$ cat src/pkg/iprl_pkg.sv
// constants for the priority level registers 2 to 4 of the interrupt arbiter
package iprl_pkg;

   ////////////////////////////////////////////////////////////////////////
   // register indices; byte address is four times the index
   localparam logic [7:0] IDX_PRIORITY_FLASH_POWER_PINS = 8'h02;
   localparam logic [7:0] IDX_PRIORITY_PORTS_DEF_CAN = 8'h03;
   localparam logic [7:0] IDX_PRIORITY_SERIAL_PORTS_ABC = 8'h04;
   localparam logic [7:0] IDX_PIN_MODE = 8'h20;
   localparam logic [7:0] IDX_PENDING = 8'h21;

   ////////////////////////////////////////////////////////////////////////
   // widths, reset values and writable masks
   localparam int unsigned REG_W = 16;
   localparam int unsigned FLD_W = 2;
   localparam int unsigned NUM_SRC = 20;
   localparam logic [15:0] PRI_RESET = 16'h0000;
   localparam logic [15:0] MASK_FLASH_POWER_PINS = 16'hFFCF;
   localparam logic [15:0] MASK_PORTS_DEF_CAN = 16'hFFFC;
   localparam logic [15:0] MASK_SERIAL_PORTS_ABC = 16'hFC3F;
   localparam logic [1:0] PIN_MODE_RESET = 2'h0;
   localparam logic [1:0] LEVEL_DISABLED = 2'h0;

   ////////////////////////////////////////////////////////////////////////
   // field low bits within their register
   localparam int unsigned FLASH_BUFFERS_EMPTY_LEVEL_LSB = 14;
   localparam int unsigned FLASH_COMMAND_DONE_LEVEL_LSB = 12;
   localparam int unsigned FLASH_FAULT_LEVEL_LSB = 10;
   localparam int unsigned PLL_UNLOCKED_LEVEL_LSB = 8;
   localparam int unsigned LOW_VOLTAGE_LEVEL_LSB = 6;
   localparam int unsigned EXTERNAL_PIN_B_LEVEL_LSB = 2;
   localparam int unsigned EXTERNAL_PIN_A_LEVEL_LSB = 0;
   localparam int unsigned PORT_GROUP_D_LEVEL_LSB = 14;
   localparam int unsigned PORT_GROUP_E_LEVEL_LSB = 12;
   localparam int unsigned PORT_GROUP_F_LEVEL_LSB = 10;
   localparam int unsigned CAN_MESSAGE_BUFFER_LEVEL_LSB = 8;
   localparam int unsigned CAN_WAKEUP_LEVEL_LSB = 6;
   localparam int unsigned CAN_FAULT_LEVEL_LSB = 4;
   localparam int unsigned CAN_BUS_OFF_LEVEL_LSB = 2;
   localparam int unsigned SERIAL_PORT0_RECEIVE_LEVEL_LSB = 14;
   localparam int unsigned SERIAL_PORT1_TRANSMIT_LEVEL_LSB = 12;
   localparam int unsigned SERIAL_PORT1_RECEIVE_LEVEL_LSB = 10;
   localparam int unsigned PORT_GROUP_A_LEVEL_LSB = 4;
   localparam int unsigned PORT_GROUP_B_LEVEL_LSB = 2;
   localparam int unsigned PORT_GROUP_C_LEVEL_LSB = 0;

   // source slot of each field: register number and low bit
   localparam int unsigned SRC_REG [NUM_SRC] = '{2, 2, 2, 2, 2, 2, 2,
      3, 3, 3, 3, 3, 3, 3, 4, 4, 4, 4, 4, 4};
   localparam int unsigned SRC_LSB [NUM_SRC] = '{
      FLASH_BUFFERS_EMPTY_LEVEL_LSB, FLASH_COMMAND_DONE_LEVEL_LSB,
      FLASH_FAULT_LEVEL_LSB, PLL_UNLOCKED_LEVEL_LSB,
      LOW_VOLTAGE_LEVEL_LSB, EXTERNAL_PIN_B_LEVEL_LSB,
      EXTERNAL_PIN_A_LEVEL_LSB, PORT_GROUP_D_LEVEL_LSB,
      PORT_GROUP_E_LEVEL_LSB, PORT_GROUP_F_LEVEL_LSB,
      CAN_MESSAGE_BUFFER_LEVEL_LSB, CAN_WAKEUP_LEVEL_LSB,
      CAN_FAULT_LEVEL_LSB, CAN_BUS_OFF_LEVEL_LSB,
      SERIAL_PORT0_RECEIVE_LEVEL_LSB, SERIAL_PORT1_TRANSMIT_LEVEL_LSB,
      SERIAL_PORT1_RECEIVE_LEVEL_LSB, PORT_GROUP_A_LEVEL_LSB,
      PORT_GROUP_B_LEVEL_LSB, PORT_GROUP_C_LEVEL_LSB};
   localparam int unsigned SRC_PIN_B = 5;
   localparam int unsigned SRC_PIN_A = 6;

endpackage : iprl_pkg

$ cat src/design/iprl_level_decode.sv
// decodes one 2-bit level field into a gated request and its level
`timescale 1ns/100ps
`default_nettype none
module iprl_level_decode (
   // level field and raw source request
   input wire logic [iprl_pkg::FLD_W-1:0] field,
   input wire logic src_req,
   // request towards arbitration
   output logic arb_req,
   output logic [iprl_pkg::FLD_W-1:0] arb_level
);
   import iprl_pkg::*;

   ////////////////////////////////////////////////////////////////////////
   // 00 disables; 01,10,11 mean levels 0,1,2
   always_comb begin
      arb_req = src_req && (field != LEVEL_DISABLED);
      if (field == LEVEL_DISABLED) begin
         arb_level = LEVEL_DISABLED;
      end else begin
         arb_level = field - 2'h1;
      end
   end

endmodule : iprl_level_decode
`default_nettype wire

$ cat src/design/iprl_regs.sv
// priority level registers 2 to 4 with request gating and wake path
// What this block does
// - level field 00 disables its source; 00 is the reset value.
// - field 01, 10, 11 give priority levels 0, 1, 2.
// - reserved bits read zero and ignore writes.
// - reset clears all three priority registers, disabling every source.
// - second register: flash buffers empty, command done, fault at 15-10.
// - second register: pll unlocked bits 9-8, low voltage bits 7-6.
// - second register: pin b bits 3-2, pin a bits 1-0, 5-4 reserved.
// - third register: port groups d, e, f at bits 15-10.
// - third register: can fields at bits 9-2, bits 1-0 reserved.
// - fourth register: serial port fields 15-10, bits 9-6 reserved.
// - fourth register: port groups a, b, c at bits 5-0.
// - in low power, enabled-before-entry sources raise the wake request.
// - in low power both external pins act as low-level sensitive.
// - registers sit at arbiter base plus indices 2, 3 and 4.
//
// Local design decision: the APB interface to the registers.
`timescale 1ns/100ps
`default_nettype none
module iprl_regs #(
   parameter int unsigned APB_AW = 12
) (
   // clock and reset
   input wire logic pclk,
   input wire logic presetn,
   // apb slave
   input wire logic psel,
   input wire logic penable,
   input wire logic pwrite,
   input wire logic [APB_AW-1:0] paddr,
   input wire logic [31:0] pwdata,
   input wire logic [3:0] pstrb,
   output logic [31:0] prdata,
   output logic pready,
   output logic pslverr,
   // peripheral requests, same clock, active high
   input wire logic [iprl_pkg::NUM_SRC-3:0] periph_req,
   // external pins, asynchronous, active low
   input wire logic external_pin_a_n,
   input wire logic external_pin_b_n,
   // low power mode from the system integration unit
   input wire logic low_power_mode,
   output logic wake_req,
   // towards priority arbitration
   output logic [iprl_pkg::NUM_SRC-1:0] arb_req,
   output logic [iprl_pkg::NUM_SRC*iprl_pkg::FLD_W-1:0] arb_level,
   input wire logic [iprl_pkg::NUM_SRC-1:0] arb_ack
);
   import iprl_pkg::*;

   ////////////////////////////////////////////////////////////////////////
   // declarations
   logic [REG_W-1:0] pri_fpp_r, pri_pdc_r, pri_spa_r;
   logic [1:0] pin_mode_r;
   logic [31:0] prdata_r;
   logic [2:0] pin_a_sync_r, pin_b_sync_r;
   logic pin_a_low_r, pin_b_low_r;
   logic pin_a_edge_r, pin_b_edge_r;
   logic lp_mode_d_r;
   logic [NUM_SRC-1:0] wake_mask_r;
   logic [NUM_SRC*FLD_W-1:0] fields;
   logic [NUM_SRC-1:0] src_req, wake_src, enabled;
   logic setup_ph, wr_acc;
   logic hit_fpp, hit_pdc, hit_spa, hit_mode, hit_pend, hit_any;
   logic pin_a_fall, pin_b_fall;

   ////////////////////////////////////////////////////////////////////////
   // functions
   // word index match; the low two address bits must be zero
   function automatic logic idx_hit(input logic [APB_AW-1:0] a,
                                    input logic [7:0] idx);
      idx_hit = (a[APB_AW-1:2] == (APB_AW-2)'(idx)) && (a[1:0] == 2'h0);
   endfunction : idx_hit
   // byte-lane merge then writable mask
   function automatic logic [REG_W-1:0] wr_merge(
      input logic [REG_W-1:0] old,
      input logic [31:0] wd,
      input logic [3:0] strb,
      input logic [REG_W-1:0] mask);
      logic [REG_W-1:0] lanes;
      lanes = {{8{strb[1]}}, {8{strb[0]}}};
      wr_merge = ((old & ~lanes) | (wd[REG_W-1:0] & lanes)) & mask;
   endfunction : wr_merge

   ////////////////////////////////////////////////////////////////////////
   // apb decode; zero wait states, error on unmapped words
   assign setup_ph = psel && !penable;
   assign wr_acc = psel && penable && pwrite;
   assign hit_fpp = idx_hit(paddr, IDX_PRIORITY_FLASH_POWER_PINS);
   assign hit_pdc = idx_hit(paddr, IDX_PRIORITY_PORTS_DEF_CAN);
   assign hit_spa = idx_hit(paddr, IDX_PRIORITY_SERIAL_PORTS_ABC);
   assign hit_mode = idx_hit(paddr, IDX_PIN_MODE);
   assign hit_pend = idx_hit(paddr, IDX_PENDING);
   assign hit_any = hit_fpp || hit_pdc || hit_spa || hit_mode || hit_pend;
   assign pready = 1'b1;
   // writes to the read-only pending word are refused too
   assign pslverr = psel && penable && (!hit_any || (pwrite && hit_pend));
   assign prdata = prdata_r;

   // read data captured in the setup cycle, reserved bits forced low
   always_ff @(posedge pclk or negedge presetn) begin
      if (!presetn) begin
         prdata_r <= 32'h0000_0000;
      end else if (setup_ph && !pwrite) begin
         if (hit_fpp) begin
            prdata_r <= {16'h0000, pri_fpp_r & MASK_FLASH_POWER_PINS};
         end else if (hit_pdc) begin
            prdata_r <= {16'h0000, pri_pdc_r & MASK_PORTS_DEF_CAN};
         end else if (hit_spa) begin
            prdata_r <= {16'h0000, pri_spa_r & MASK_SERIAL_PORTS_ABC};
         end else if (hit_mode) begin
            prdata_r <= {30'h0000_0000, pin_mode_r};
         end else if (hit_pend) begin
            prdata_r <= {12'h000, arb_req};
         end else begin
            prdata_r <= 32'h0000_0000;
         end
      end
   end

   ////////////////////////////////////////////////////////////////////////
   // priority registers; whole register updates in one edge
   always_ff @(posedge pclk or negedge presetn) begin
      if (!presetn) begin
         pri_fpp_r <= PRI_RESET;
         pri_pdc_r <= PRI_RESET;
         pri_spa_r <= PRI_RESET;
      end else if (wr_acc) begin
         if (hit_fpp) begin
            pri_fpp_r <= wr_merge(pri_fpp_r, pwdata, pstrb,
                                  MASK_FLASH_POWER_PINS);
         end
         if (hit_pdc) begin
            pri_pdc_r <= wr_merge(pri_pdc_r, pwdata, pstrb,
                                  MASK_PORTS_DEF_CAN);
         end
         if (hit_spa) begin
            pri_spa_r <= wr_merge(pri_spa_r, pwdata, pstrb,
                                  MASK_SERIAL_PORTS_ABC);
         end
      end
   end

   // pin sense: bit0 pin a, bit1 pin b; 1 selects falling edge
   always_ff @(posedge pclk or negedge presetn) begin
      if (!presetn) begin
         pin_mode_r <= PIN_MODE_RESET;
      end else if (wr_acc && hit_mode && pstrb[0]) begin
         pin_mode_r <= pwdata[1:0];
      end
   end

   ////////////////////////////////////////////////////////////////////////
   // field gather into source order
   always_comb begin
      fields = '0;
      for (int i = 0; i < NUM_SRC; i++) begin
         case (SRC_REG[i])
            2: fields[i*FLD_W +: FLD_W] =
                  pri_fpp_r[SRC_LSB[i] +: FLD_W];
            3: fields[i*FLD_W +: FLD_W] =
                  pri_pdc_r[SRC_LSB[i] +: FLD_W];
            default: fields[i*FLD_W +: FLD_W] =
                  pri_spa_r[SRC_LSB[i] +: FLD_W];
         endcase
      end
   end

   ////////////////////////////////////////////////////////////////////////
   // pin synchronisers; a change counts once stages two and three agree
   always_ff @(posedge pclk or negedge presetn) begin
      if (!presetn) begin
         pin_a_sync_r <= 3'h7;
         pin_b_sync_r <= 3'h7;
      end else begin
         pin_a_sync_r <= {pin_a_sync_r[1:0], external_pin_a_n};
         pin_b_sync_r <= {pin_b_sync_r[1:0], external_pin_b_n};
      end
   end

   // filtered pin levels, active when low
   always_ff @(posedge pclk or negedge presetn) begin
      if (!presetn) begin
         pin_a_low_r <= 1'b0;
         pin_b_low_r <= 1'b0;
      end else begin
         if (pin_a_sync_r[1] == pin_a_sync_r[2]) begin
            pin_a_low_r <= !pin_a_sync_r[2];
         end
         if (pin_b_sync_r[1] == pin_b_sync_r[2]) begin
            pin_b_low_r <= !pin_b_sync_r[2];
         end
      end
   end

   assign pin_a_fall = !pin_a_low_r && (pin_a_sync_r[1] == pin_a_sync_r[2])
                       && !pin_a_sync_r[2];
   assign pin_b_fall = !pin_b_low_r && (pin_b_sync_r[1] == pin_b_sync_r[2])
                       && !pin_b_sync_r[2];

   // edge latches; a new edge wins over the acknowledge
   always_ff @(posedge pclk or negedge presetn) begin
      if (!presetn) begin
         pin_a_edge_r <= 1'b0;
         pin_b_edge_r <= 1'b0;
      end else begin
         if (pin_a_fall) begin
            pin_a_edge_r <= 1'b1;
         end else if (arb_ack[SRC_PIN_A]) begin
            pin_a_edge_r <= 1'b0;
         end
         if (pin_b_fall) begin
            pin_b_edge_r <= 1'b1;
         end else if (arb_ack[SRC_PIN_B]) begin
            pin_b_edge_r <= 1'b0;
         end
      end
   end

   ////////////////////////////////////////////////////////////////////////
   // raw source vector; pins fall back to level sense in low power
   always_comb begin
      int unsigned j;
      j = 0;
      src_req = '0;
      wake_src = '0;
      for (int i = 0; i < NUM_SRC; i++) begin
         if (i == SRC_PIN_A) begin
            src_req[i] = (low_power_mode || !pin_mode_r[0]) ?
                         pin_a_low_r : pin_a_edge_r;
            wake_src[i] = !external_pin_a_n;
         end else if (i == SRC_PIN_B) begin
            src_req[i] = (low_power_mode || !pin_mode_r[1]) ?
                         pin_b_low_r : pin_b_edge_r;
            wake_src[i] = !external_pin_b_n;
         end else begin
            src_req[i] = periph_req[j];
            wake_src[i] = periph_req[j];
            j = j + 1;
         end
      end
   end

   ////////////////////////////////////////////////////////////////////////
   // per-source gating and level tag
   genvar g;
   generate
      for (g = 0; g < NUM_SRC; g++) begin : g_src
         iprl_level_decode u_dec (
            .field(fields[g*FLD_W +: FLD_W]),
            .src_req(src_req[g]),
            .arb_req(arb_req[g]),
            .arb_level(arb_level[g*FLD_W +: FLD_W])
         );
         assign enabled[g] = fields[g*FLD_W +: FLD_W] != LEVEL_DISABLED;
      end
   endgenerate

   ////////////////////////////////////////////////////////////////////////
   // enable snapshot taken while still running, before low power starts
   always_ff @(posedge pclk or negedge presetn) begin
      if (!presetn) begin
         lp_mode_d_r <= 1'b0;
         wake_mask_r <= '0;
      end else begin
         lp_mode_d_r <= low_power_mode;
         if (!low_power_mode) begin
            wake_mask_r <= enabled;
         end
      end
   end

   // combinational on purpose: the clock is stopped while it matters,
   // so the pins reach it unsynchronised
   assign wake_req = low_power_mode && |(wake_src & wake_mask_r);

   ////////////////////////////////////////////////////////////////////////
   // checks
   logic [REG_W-1:0] exp_fpp_r;
   logic wr_fpp_d_r;

   always_ff @(posedge pclk or negedge presetn) begin
      if (!presetn) begin
         exp_fpp_r <= PRI_RESET;
         wr_fpp_d_r <= 1'b0;
      end else begin
         wr_fpp_d_r <= wr_acc && hit_fpp && (pstrb[1:0] == 2'h3);
         exp_fpp_r <= pwdata[REG_W-1:0] & MASK_FLASH_POWER_PINS;
      end
   end

   property p_reset_clear;
      @(posedge pclk) $rose(presetn) |->
         (pri_fpp_r == PRI_RESET) && (pri_pdc_r == PRI_RESET)
         && (pri_spa_r == PRI_RESET) && (arb_req == '0);
   endproperty
   a_reset_clear: assert property (p_reset_clear)
      else $error("priority registers not clear after reset");
   property p_rsv_zero;
      @(posedge pclk) disable iff (!presetn)
         ((pri_fpp_r & ~MASK_FLASH_POWER_PINS) == '0)
         && ((pri_pdc_r & ~MASK_PORTS_DEF_CAN) == '0)
         && ((pri_spa_r & ~MASK_SERIAL_PORTS_ABC) == '0);
   endproperty
   a_rsv_zero: assert property (p_rsv_zero)
      else $error("reserved bit held a one");
   property p_disabled_quiet;
      @(posedge pclk) disable iff (!presetn)
         (fields[FLD_W-1:0] == LEVEL_DISABLED) |-> !arb_req[0];
   endproperty
   a_disabled_quiet: assert property (p_disabled_quiet)
      else $error("disabled source reached arbitration");
   property p_level_map;
      @(posedge pclk) disable iff (!presetn)
         (pri_spa_r[PORT_GROUP_C_LEVEL_LSB +: FLD_W] == 2'h3) |->
         (arb_level[(NUM_SRC-1)*FLD_W +: FLD_W] == 2'h2);
   endproperty
   a_level_map: assert property (p_level_map)
      else $error("field 11 did not give level 2");
   property p_write_next;
      @(posedge pclk) disable iff (!presetn)
         wr_fpp_d_r |-> (pri_fpp_r == exp_fpp_r);
   endproperty
   a_write_next: assert property (p_write_next)
      else $error("full write not seen on the next cycle");
   property p_field_place;
      @(posedge pclk) disable iff (!presetn)
         (periph_req[0] && wr_fpp_d_r && (exp_fpp_r[15:14] != 2'h0))
         |-> arb_req[0] && (arb_level[FLD_W-1:0] == exp_fpp_r[15:14] - 2'h1);
   endproperty
   a_field_place: assert property (p_field_place)
      else $error("flash buffers empty field misplaced");
   property p_read_back;
      @(posedge pclk) disable iff (!presetn)
         (setup_ph && !pwrite && hit_spa) ##1 (psel && penable) |->
         (prdata == {16'h0000, pri_spa_r});
   endproperty
   a_read_back: assert property (p_read_back)
      else $error("read of fourth register returned wrong data");
   // entry cycle: wake mask must hold the enables of the last running cycle
   property p_wake;
      @(posedge pclk) disable iff (!presetn)
         (low_power_mode && !lp_mode_d_r) |-> (wake_mask_r == $past(enabled));
   endproperty
   a_wake: assert property (p_wake)
      else $error("wake mask not taken from the last running cycle");
   property p_pin_level_lp;
      @(posedge pclk) disable iff (!presetn)
         (low_power_mode && pin_a_low_r
          && (fields[SRC_PIN_A*FLD_W +: FLD_W] != LEVEL_DISABLED))
         |-> arb_req[SRC_PIN_A];
   endproperty
   a_pin_level_lp: assert property (p_pin_level_lp)
      else $error("pin a not level sensitive in low power");
   property p_gate;
      @(posedge pclk) disable iff (!presetn)
         arb_req[NUM_SRC-1] |-> periph_req[NUM_SRC-3]
         && (fields[(NUM_SRC-1)*FLD_W +: FLD_W] != LEVEL_DISABLED);
   endproperty
   a_gate: assert property (p_gate)
      else $error("request passed without source or level");
   c_write_fpp: cover property (@(posedge pclk) wr_acc && hit_fpp);
   c_read_pend: cover property (@(posedge pclk) setup_ph && hit_pend);
   c_wake: cover property (@(posedge pclk) wake_req);
   c_edge: cover property (@(posedge pclk) pin_a_edge_r && pin_mode_r[0]);

endmodule : iprl_regs
`default_nettype wire

$ cat config.mk
export PLATFORM = sky130hd
export DESIGN_NAME = iprl_regs
export DESIGN_NICKNAME = d
export VERILOG_FILES = /design/src/pkg/iprl_pkg.sv /design/src/design/iprl_level_decode.sv /design/src/design/iprl_regs.sv
export SDC_FILE = /design/constraint.sdc
export NUM_CORES = 1
export LEC_CHECK = 0
export BUFFER_PORTS_ARGS = -buffer_cell sky130_fd_sc_hd__buf_2
export CAP_MARGIN = 5
export CORE_ASPECT_RATIO = 1.2
export CORE_MARGIN = 2
export CORE_UTILIZATION = 45
export DETAILED_ROUTE_END_ITERATION = 12
export PLACE_DENSITY = 0.8
export SLEW_MARGIN = 20
export SYNTH_ARGS = -nofsm -noshare
export SYNTH_HDL_FRONTEND = slang
export SYNTH_SLANG_ARGS = --single-unit
$ cat constraint.sdc
create_clock -name pclk -period 1.8 [get_ports pclk]
set_clock_uncertainty 0.2 [all_clocks]
set_input_delay 0.18 -clock pclk [delete_from_list [all_inputs] [get_ports pclk]]
set_output_delay 0.18 -clock pclk [all_outputs]
set_load 0.02 [all_outputs]
; ---- Yosys cells after proc, flatten, opt, wreduce, memory -nomap -nowiden
; Cells that the tools add are included.
[totals]
register_bits = 104
inputBits = 94
out_inout_bits = 95
elab_cells = 182
[classes]
addsub = 20
eq_ne = 7
muxes = 31
bitwise = 9
n_reduce_logical = 103
[op_table]
columns = operator, n
row1 = 32-bit two-way mux, 4
row2 = 16-bit AND, 4
row3 = 16-bit OR, 3
row4 = 2-bit nonzero test, 22
row5 = 2-bit logical NOT, 21
row6 = 2-bit two-way mux, 20
row7 = "2-bit by 1-bit subtractor with 2-bit output, second input constant", 20
row8 = 1-bit logical AND, 38
row9 = 20-bit AND, 1
row10 = "10-bit by 2-bit == test with 1-bit output, second input constant", 2
row11 = "10-bit by 6-bit == test with 1-bit output, second input constant", 2
row12 = 20-bit two-way mux, 1
row13 = 20-bit OR reduction, 1
row14 = 16-bit NOT, 1
row15 = 1-bit logical NOT, 11
row16 = "10-bit by 3-bit == test with 1-bit output, second input constant", 1
row17 = 1-bit logical OR, 7
row18 = 1-bit two-way mux, 6
row19 = 2-bit AND reduction, 3
row20 = 1-bit == test, 2

; ---- Depth between registers and ports, before layout
; Gate-level depths: netlist of run 1.
[logic_depth]
depth_word = 9
depth_mapped = 7
depth_no_buf = 5

; ---- By module
; A second synthesis of run 1 with hierarchy kept.
[hier_totals]
hier_cells = 456
area_unflattened_um2 = 4750.8
[modules_own_cells]
columns = mod, n_inst, cells_each, area_each_um2, seq_area_each_um2
row1 = iprl_regs, 1, 396, 4350.4, 2309.7
row2 = iprl_level_decode, 20, 3, 20.0, 0.0

; ---- Worst setup path before layout of run 1
; Ideal clock, no wire load.
[synth_timing]
path_kind = input to register
from = input paddr[5]
to = register with a tool-made name
setup_ps = 128
arrival_time_ps = 1557
required_ps = 1472
path_slack_ps = -85
path_stages = 5
path_buffers = 0
path_cell_list = or3_4 nor2_4 nand4_4 nor2_4 mux2_1
[synth_rtl]
columns = element, line_no
row1 = start: declaration, iprl_regs.sv:31  ; input wire logic [APB_AW-1:0] paddr,

; ---- Final worst setup path of run 1
[layout_timing]
from = register wake_mask_r[11]
to = output wake_req
[layout_via]
elab_chain_len = 3
[layout_lines]
columns = element, line_no
row1 = start: declaration, iprl_regs.sv:61  ; logic [NUM_SRC-1:0] wake_mask_r;
row2 = start signal: assignment, iprl_regs.sv:269  ; wake_mask_r <= enabled;
row3 = 20-bit AND, iprl_regs.sv:276  ; assign wake_req = low_power_mode && |(wake_src & wake_mask_r);
row4 = 20-bit OR reduction, iprl_regs.sv:276
row5 = 1-bit logical AND, iprl_regs.sv:276
row6 = end: declaration, iprl_regs.sv:44  ; output logic wake_req,
; No other way between the ends.

==> results of run 1 <==
path summary, 6_finish.rpt:
kind                                                   to                   startpoint
worst min-delay path               prdata[17]$_DFFE_PN0P_               periph_req[15]
worst max register to register      prdata[6]$_DFFE_PN0P_    pin_mode_r[0]$_DFFE_PN0P_
worst min register to register  pin_a_sync_r[1]$_DFF_PN1_    pin_a_sync_r[0]$_DFF_PN1_
max in group asynchronous       pin_a_sync_r[2]$_DFF_PN1_                      presetn
worst max-delay path                             wake_req  wake_mask_r[11]$_DFFE_PN0N_
min in group asynchronous                       async pin                      presetn
synthesized netlist by cell type, types with 4 or more instances:
cell type  count  area share
inv_1         32       0.025
nor2_4         7       0.016
dfrtp_1       86        0.44
nand2_1       31       0.024
nand3_1        4      0.0041
dfstp_2        6       0.032
nand4_1        4      0.0051
nor2_1        20       0.015
o21a_1        11       0.017
mux2_1         9       0.021
a221oi_1       4      0.0072
a211o_1        7       0.013
a2bb2oi_1      6       0.011
o22ai_1        4      0.0051
o21ai_1        4      0.0041
buf_4         34       0.052
nor2b_1       28       0.036
nor3_1        26       0.027
and2_1        21       0.027
clkbuf_1      10      0.0077
mux2_2        33       0.076
o21ai_0       27       0.028
a22oi_1       13       0.020
a21oi_1       25       0.026
worst max-delay path: stages, from the launching register on:
cell and delay (ns):
dfrtp_1 0.38, a22o_1 0.25, a221oi_2 0.18, buf_4 0.15, nand4_1 0.09, o21a_1 0.22, buf_6 0.14
metrics by stage:
stage,TNS (ns),area [sq um],utilization,hold slack [ns]
final,-0.336,6500,0.618,0.0241
after global routing,-0.405,6500,0.618,0.0234
after CTS,-0.343,6430,0.612,0.0113
after detailed placement,-13.00,5890,0.560,-0.0681
after global placement,-10.28,5890,0.560,-0.0735
after floorplan,-1.22,4920,-,-0.316
layer usage:
layer	vias to the layer above	track usage	share of wire
met5	-	0	0
met4	0	0.140	0.050
li1	2035	-	-
met2	222	0.430	0.50
met3	58	0.0576	0.073
met1	2192	0.312	0.38
power groups by stage:
stage / registers (W) / clock network, W / logic, W
3_5_place_dp: 0.00219 / 0 / 0.000390
5_1_grt: 0.00216 / 0.00186 / 0.000495
3_3_place_gp: 0.00219 / 0 / 0.000378
6_report: 0.00216 / 0.00175 / 0.000457
4_1_cts: 0.00215 / 0.00176 / 0.000440
2_1_floorplan: 0.00219 / 0 / 0.000182
repair_timing:
action / CTS / global route
endpoints found under the hold margin: 134 / 0
endpoints found under the setup margin: 6 / 15
setup buffers: 0 / 5
hold buffers: 23 / 0
gates resized for setup: 13 / 11
pin swaps: 3 / 4
cell type report:
cell class              count  share of cell area
clock inverters             3             0.00346
multi-input cells         323               0.347
repair buffers            216               0.213
flip-flops and latches     92               0.355
well taps                 129              0.0248
clock buffers              13              0.0385
inverters                  32              0.0185
logic make-up (layout without fill, tap and decap cells):
logic type / Yosys count / count (layout) / share of synthesized area
simple gates: 156 / 156 / 0.187
compound gates: 110 / 110 / 0.147
flops: 92 / 92 / 0.475
buf+inv: 78 / 264 / 0.0882
mux: 44 / 44 / 0.101
other cells: 2 / 13 / 0.00154
layout by cell type (no fill, tap or decap), types with 3 or more instances in the layout:
cell type	count
nor2_1	20
clkbuf_1	3
nor2_4	7
a21oi_1	25
a2bb2oi_1	6
o21ai_1	7
mux2_2	31
dfstp_2	6
dlygate4sd3_1	23
nand2_1	30
and2_1	20
nand3_2	4
o21a_1	11
o22ai_1	4
a22oi_1	13
buf_2	135
mux2_1	9
inv_1	32
dfrtp_1	86
nor3_1	24
conb_1	13
nor2b_1	26
clkbuf_16	9
a221oi_1	3
a211o_1	7
buf_12	3
nand4_1	4
o21ai_0	22
buf_4	54
==> metrics, run 1 <==
WP data required=1.42 ns; largest net degree at the start of global routing=36; final setup margin=-0.336 ns; Seq cells post-synth=slightly above 90; Synth cell types=47; Num CTS Buffers=9; IO Pins=189; total wire length=15.1 mm; Core ar.=10500 sq um; number of enable flip-flop cells after synthesis=0; Via Count=4507; Worst setup SP type=register; R2R cell count=6; fmax=468 MHz; CTS tree=built; worst vdd rail ir drop=around 0.42 mV; Hold Crit Depth=3; Clk pwr share=0.401; Synth Instances=about 480; Final period util=1.19; iteration-0 DRC count of the detailed router=244; Die W=98.9 um; gr usage total=0.260; Hold/Removal Path Class=input pin to register; # setup viols final=1; RD Place Congestion=0.874; share of layout cells above drive strength 1=0.408; Die H=between 100 and 150 um; CTS root buffer=clkbuf_16; Syn Std Cell Area=4870 sq um; switching power=~0.0011 W; first-pass GRT wire length=roughly 24 mm; initial core utilization=0.463; dpl hpwl=11.1 mm; Sequential Power Share=0.494; Max clock buf depth=2; Gate power share=0.105; asr flop ratio synth=1.00; Place WS=-0.317 ns; Tmin final=about 2.1 ns; final slew viol count=0; crit path max fanout=2; ant diodes=0; Sw Ratio=0.245; P per Cell Area=671 nW/um^2; Multi-input gate area=2260 sq um; DRT antenna net count=0; # port buffers=139; Int Pwr=0.00329 W; WS Path Type=register to primary output; worst reg-to-reg setup slack=0.21 ns; clk_lat worst skew=0.35 ns; H-tree depth=3; cell count after placement=765; Leak=between 3 and 4 nW; GRT overflow=0; Seq. cell area=2310 sq um; status=finished, violations left; Vias/cell=5.58; final instance count without filler cells=808; max-cap check violation count=0; failing checks=setup timing; initial antenna violation count=0; final total power=0.00436 W; drt wl/cell=between 15 and 20 um; Layout Nets=between 700 and 800; syn_area_per_cell=10.1 sq um; DRC=0; crit end category=primary output; Synth Flop Type=dfrtp_1; Arr. time, crit path=1.76 ns; Syn-to-layout area delta=33.6%; # rows=41; Yosys warning count=0; vias in the first global route=4529; Hold Vio Cnt, Final=0; FILL cells=835; clock slew at reported path FFs=0.06 ns; sequential area share after synthesis=0.475; Die Area=11700 sq um; RSZ-0062 raised after global routing=yes; Pre-Repair DR Iteration Count=4; TritonCTS Sinks=92
Power figures use the tool's default switching activity.
==> run 2, diff against run 1 <==
--- a/config.mk
+++ b/config.mk
@@ -12,6 +12,7 @@
 export CORE_UTILIZATION = 45
 export DETAILED_ROUTE_END_ITERATION = 12
 export PLACE_DENSITY = 0.8
+export SETUP_SLACK_MARGIN = 0.5
 export SLEW_MARGIN = 20
 export SYNTH_ARGS = -nofsm -noshare
 export SYNTH_HDL_FRONTEND = slang
==> run 2 against run 1 <==
  * Critical path type unchanged
  * Highest routed layer unchanged
  * Sequential share of layout area decreased by 8.5 points
  * Via count up 26%
  * Worst setup slack worse by 0.077 ns
  * Hold slack worse by 0.00079 ns
  * Sequential power about the same
  * Flip-flop and latch count unchanged
  * Fmax shrank 3.5%
  * Routed wire length is 58% higher
  * Non-clock buffer count increased by 93
  * The flow still finishes with violations (setup timing)
  * Clock power is 8% higher
  * Critical path depth unchanged
  * Combinational power grew 23%
==> metrics, run 2 (synthesis results as in run 1) <==
FILL cells=532; clk_lat worst skew=0.34 ns; Pre-Repair DR Iteration Count=6; worst vdd rail ir drop=0.494 mV; Worst setup SP type=register; highest-count cells in the layout ignoring fill and taps=buf_4 (109), buf_6 (99), buf_2 (65); gr usage total=0.346; RD Place Congestion=around 0.91; Leak=between 4 and 5 nW; Die H=118 um; R2R cell count=6; first-pass GRT wire length=31.2 mm; Seq. cell area=2340 sq um; Hold Vio Cnt, Final=0; Arr. time, crit path=1.83 ns; total wire length=23.9 mm; RSZ-0062 raised after global routing=yes; Multi-input gate area=around 3000 sq um; largest net degree at the start of global routing=42; Syn-to-layout area delta=77.6%; family with the most delay on the worst path=compound AO/OA/AOI/OAI gates; CTS root buffer=clkbuf_16; r2r endpoint=prdata[5]$_DFFE_PN0P_; initial antenna violation count=0; final setup margin=-0.414 ns; dpl hpwl=~11 mm; Hold Crit Depth=4; IO Pins=roughly 190; # rows=between 40 and 50; Num CTS Buffers=9; Max transition margin=0.545; # setup viols final=2; clock slew at reported path FFs=0.06 ns; Core ar.=10500 sq um; Final period util=1.23; fmax=about 450 MHz; Crit-path slowest cell=dfrtp_1; most common cell after layout, fill and taps aside=buf_4; initial core utilization=0.463; Cell Chain, Critical Path=inv_1, o21ai_1, a221oi_2, nand4_1, o21a_2, buf_6; CP max stage delay=0.39 ns; failing checks=setup timing; Hold Path Sink=prdata[17]$_DFFE_PN0P_; cell count after placement=767; crit path max fanout=2; Layout Nets=approximately 860; max-cap check violation count=0; WS Path Type=register to primary output; Vias/cell=6.32; cell area after layout=around 8600 sq um; vias in the first global route=approximately 5600; TritonCTS Sinks=about 90; Max clock buf depth=2; ant diodes=0; Die W=98.9 um; GRT overflow=0; crit end category=primary output; iteration-0 DRC count of the detailed router=around 640; DRC=0; Worst Path Buf+Inv=2; Via Count=5690; Hold/Removal Path Class=input pin to register; final instance count without filler cells=901; total negative slack=-0.570 ns; DRT antenna net count=0; status=finished, violations left; worst-margin pin slew=a little under 0.7 ns; # port buffers=139; Tmin final=2.21 ns; final slew viol count=0; share of layout cells above drive strength 1=0.654; hold path startpoint=periph_req[15]; Die Area=11700 sq um; CTS tree=built; worst reg-to-reg setup slack=0.17 ns; P per Cell Area=around 540 nW/um^2; H-tree depth=3; WP data required=1.42 ns; reg2reg start=pin_mode_r[1]$_DFFE_PN0P_; placed cell area=between 6000 and 7000 sq um; drt wl/cell=26.5 um
## run 2: cell count changes in the layout (fill, tap and decap cells not counted), moves of 15 or more
cell,previous run,this run
and2_1,20,0
nor2b_1,26,10
buf_6,1,99
nor3_1,24,7
buf_4,54,109
o21ai_0,22,7
dfrtp_1,86,63
mux2_4,2,42
mux2_2,31,0
and2_4,1,21
buf_2,135,65
nor2b_4,1,17
dfrtp_2,0,23
## run 2: layer usage
layer | wire [um] | vias up | GRT usage
met5 | 0 | - | 0
met1 | 7950 | 2741 | 0.391
met2 | 11300 | 533 | 0.573
met4 | 2330 | 0 | 0.253
li1 | - | 2209 | -
met3 | 2250 | 207 | 0.0683
## run 2: worst max-delay path by stage
| stage | cells after the start | startpoint | slack (ns) | end |
|---|---|---|---|---|
| after global routing | 6 | wake_mask_r[6]$_DFFE_PN0N_ | -0.44 | wake_req |
| final | 6 | wake_mask_r[6]$_DFFE_PN0N_ | -0.41 | wake_req |
| after CTS | 5 | wake_mask_r[11]$_DFFE_PN0N_ | -0.34 | wake_req |
| after detailed placement | 6 | paddr[4] | -0.24 | register |
| after global placement | 6 | paddr[5] | -0.21 | register |
| after floorplan | 5 | paddr[5] | -0.07 | register |
## run 2: layout make-up
class / instances / share of cell area
Multi-Input combinational cell: 323 / 0.344
Timing Repair Buffer: 309 / 0.320
Clock buffer: 14 / 0.0282
Inverter: 32 / 0.0139
Tap cell: 129 / 0.0187
Sequential cell: 92 / 0.271
Clock inverter: 2 / 0.00434
## run 2: worst reg2reg max path: stages, from the launching register on
cell     delay (ns)
dfrtp_1        0.35
nor2b_4        0.20
mux2i_1        0.26
nor2_2         0.08
buf_4          0.14
a22oi_2        0.20
o21ai_1        0.09
## run 2: timing repair
action,CTS,global route
gates resized for setup,273,98
gates cloned,1,0
pin swaps,72,42
setup endpoints to repair,126,139
hold endpoints to repair,135,0
hold buffers,21,0
setup buffers,77,19
## run 2: power by group
| group | switching, W | internal, W |
|---|---|---|
| registers | 0.0000433 | 0.00212 |
| logic | 0.000342 | 0.000222 |
| clock network | 0.000810 | 0.00108 |
## run 2: metrics by stage
step	worst slack (ns)	total power, W	utilization	hold slack (ns)
6_report	-0.414	0.00462	0.822	0.0233
5_1_grt	-0.443	0.00472	0.822	0.0347
4_1_cts	-0.339	0.00447	0.765	-0.0598
3_5_place_dp	-0.237	0.00259	0.577	-0.0749
3_3_place_gp	-0.207	0.00258	0.577	-0.0807
2_1_floorplan	-0.0735	0.00238	-	-0.316
==> run 3, diff against run 2 <==
--- a/config.mk
+++ b/config.mk
@@ -11,8 +11,10 @@
 export CORE_MARGIN = 2
 export CORE_UTILIZATION = 45
 export DETAILED_ROUTE_END_ITERATION = 12
+export HOLD_SLACK_MARGIN = 0.08
 export PLACE_DENSITY = 0.8
 export SETUP_SLACK_MARGIN = 0.5
+export SKIP_LAST_GASP = 1
 export SLEW_MARGIN = 20
 export SYNTH_ARGS = -nofsm -noshare
 export SYNTH_HDL_FRONTEND = slang
==> run 3 against run 2 <==
  * The flow still finishes with violations (setup timing)
  * Via count fell by 0.79%
  * Critical path depth decreased by 1
  * Utilization shrank 1.6 points
  * Hold slack improved by 0.0056 ns
  * Clock-buffer cell count is the same
  * Routed wire length decreased by 4.0%
  * Clock power barely moved
==> metrics, run 3 (synthesis results as in run 1) <==
status=finished, violations left; failing checks=setup timing; drt wl/cell=25.5 um; ant diodes=0; clk_lat worst skew=0.35 ns; initial antenna violation count=0; # port buffers=139; RSZ-0062 raised after global routing=yes; GRT overflow=0; crit path max fanout=2; H-tree depth=3; total wire length=22.9 mm; total negative slack=-0.484 ns; Worst Path Buf+Inv=1; DRT antenna net count=0; clock slew at reported path FFs=0.06 ns; share of layout cells above drive strength 1=0.642; CP max stage delay=0.40 ns; first-pass GRT wire length=between 30 and 40 mm; Hold Slack=0.0289 ns; IO Pins=189; Arr. time, crit path=about 1.8 ns; Die Area=about 12000 sq um; FILL cells=522; gr usage total=0.340; worst-margin pin slew=between 0.5 and 0.6 ns; highest-count cells in the layout ignoring fill and taps=buf_4 (113), buf_6 (93), buf_2 (66); Max transition margin=0.646; Final period util=1.22; Syn-to-layout area delta=74.1%; DRC=0; CTS root buffer=clkbuf_16; Max clock buf depth=2; # rows=41; Tmin final=2.19 ns; Die W=98.9 um; Die H=118 um; WP data required=1.42 ns; initial core utilization=0.463; Vias/cell=about 6.3; Crit-path slowest cell=dfrtp_1; Multi-input gate area=2890 sq um; Worst setup SP type=register; Hold Buf Count CTS=21; Num CTS Buffers=9; CTS tree=built; TritonCTS Sinks=92; # setup viols final=2; fmax=between 400 and 500 MHz; Core ar.=10500 sq um; vias in the first global route=5685; WS Path Type=register to primary output; max-cap check violation count=0; Layout Nets=857; P per Cell Area=543 nW/um^2; Hold Vio Cnt, Final=0; Leak=4.07 nW; most common cell after layout, fill and taps aside=buf_4; RD Place Congestion=0.911; final slew viol count=0; Via Count=5645; family with the most delay on the worst path=compound AO/OA/AOI/OAI gates; Seq. cell area=between 2000 and 2500 sq um; Hold/Removal Path Class=input pin to register; Cell Chain, Critical Path=a22o_1, a221oi_2, nand4_1, o21a_2, buf_6; crit end category=primary output; worst vdd rail ir drop=0.439 mV; dpl hpwl=11.1 mm; iteration-0 DRC count of the detailed router=646; largest net degree at the start of global routing=42; Pre-Repair DR Iteration Count=7; final setup margin=-0.391 ns
-- run 3: path summary, 6_finish.rpt --
kind                                              from                        end  slack [ns]  depth (start not counted)
min reg2reg                  pin_b_sync_r[0]$_DFF_PN1_  pin_b_sync_r[1]$_DFF_PN1_        0.17                          0
max reg2reg                                   register     prdata[13]$_DFFE_PN0P_        0.09                          5
min                                     periph_req[15]     prdata[17]$_DFFE_PN0P_        0.03                          4
min in group asynchronous                      presetn                  async pin        0.11                          2
max in group asynchronous                      presetn  pin_a_sync_r[1]$_DFF_PN1_        0.69                          3
max                        wake_mask_r[11]$_DFFE_PN0N_                   wake_req       -0.39                          5
-- run 3: metal layers --
layer / track usage / wire length [um]
met1: 0.381 / 7620
met3: 0.0612 / 2270
met2: 0.582 / 10900
met4: 0.229 / 2130
met5: 0 / 0
-- run 3: worst register-to-register path, cell delays in order (launching register included) --
cell	delay [ns]
dfrtp_2	0.46
o21a_1	0.24
buf_4	0.15
a22oi_2	0.19
nor2_1	0.09
a211o_1	0.26
-- run 3: what timing repair did --
item                                    4_1_cts  5_1_grt
pin swaps                                    71       44
endpoints found under the hold margin       135        3
endpoints found under the setup margin      126      136
buffers inserted                             77       15
cloned                                        1        0
gates resized for setup                     242      110
-- run 3: where the power goes --
group | leakage, nW | total, W | internal [W] | switching (W)
combinational | 2.76 | 0.000549 | 0.000222 | 0.000326
sequential | 1.18 | 0.00217 | 0.00212 | 0.0000448
clock | 0.131 | 0.00188 | 0.00108 | 0.000798
total | 4.07 | 0.00460 | 0.00343 | 0.00117
-- run 3: layout make-up --
class	instances	share of cell area
Inverter	32	0.0142
Clock inverter	2	0.00443
Multi-Input combinational cell	323	0.341
Tap cell	129	0.0191
Clock buffer	14	0.0288
Sequential cell	92	0.276
Timing Repair Buffer	305	0.316
-- run 3: through the flow --
stage	std cells	power (W)	instance area (sq um)	utilization	setup slack [ns]
after floorplan	493	0.00238	5070	-	-0.0735
after global placement	767	0.00258	6070	0.577	-0.207
after detailed placement	767	0.00259	6070	0.577	-0.237
after CTS	882	0.00446	7950	0.756	-0.339
after global routing	897	0.00469	8470	0.806	-0.439
final	897	0.00460	8470	0.806	-0.391
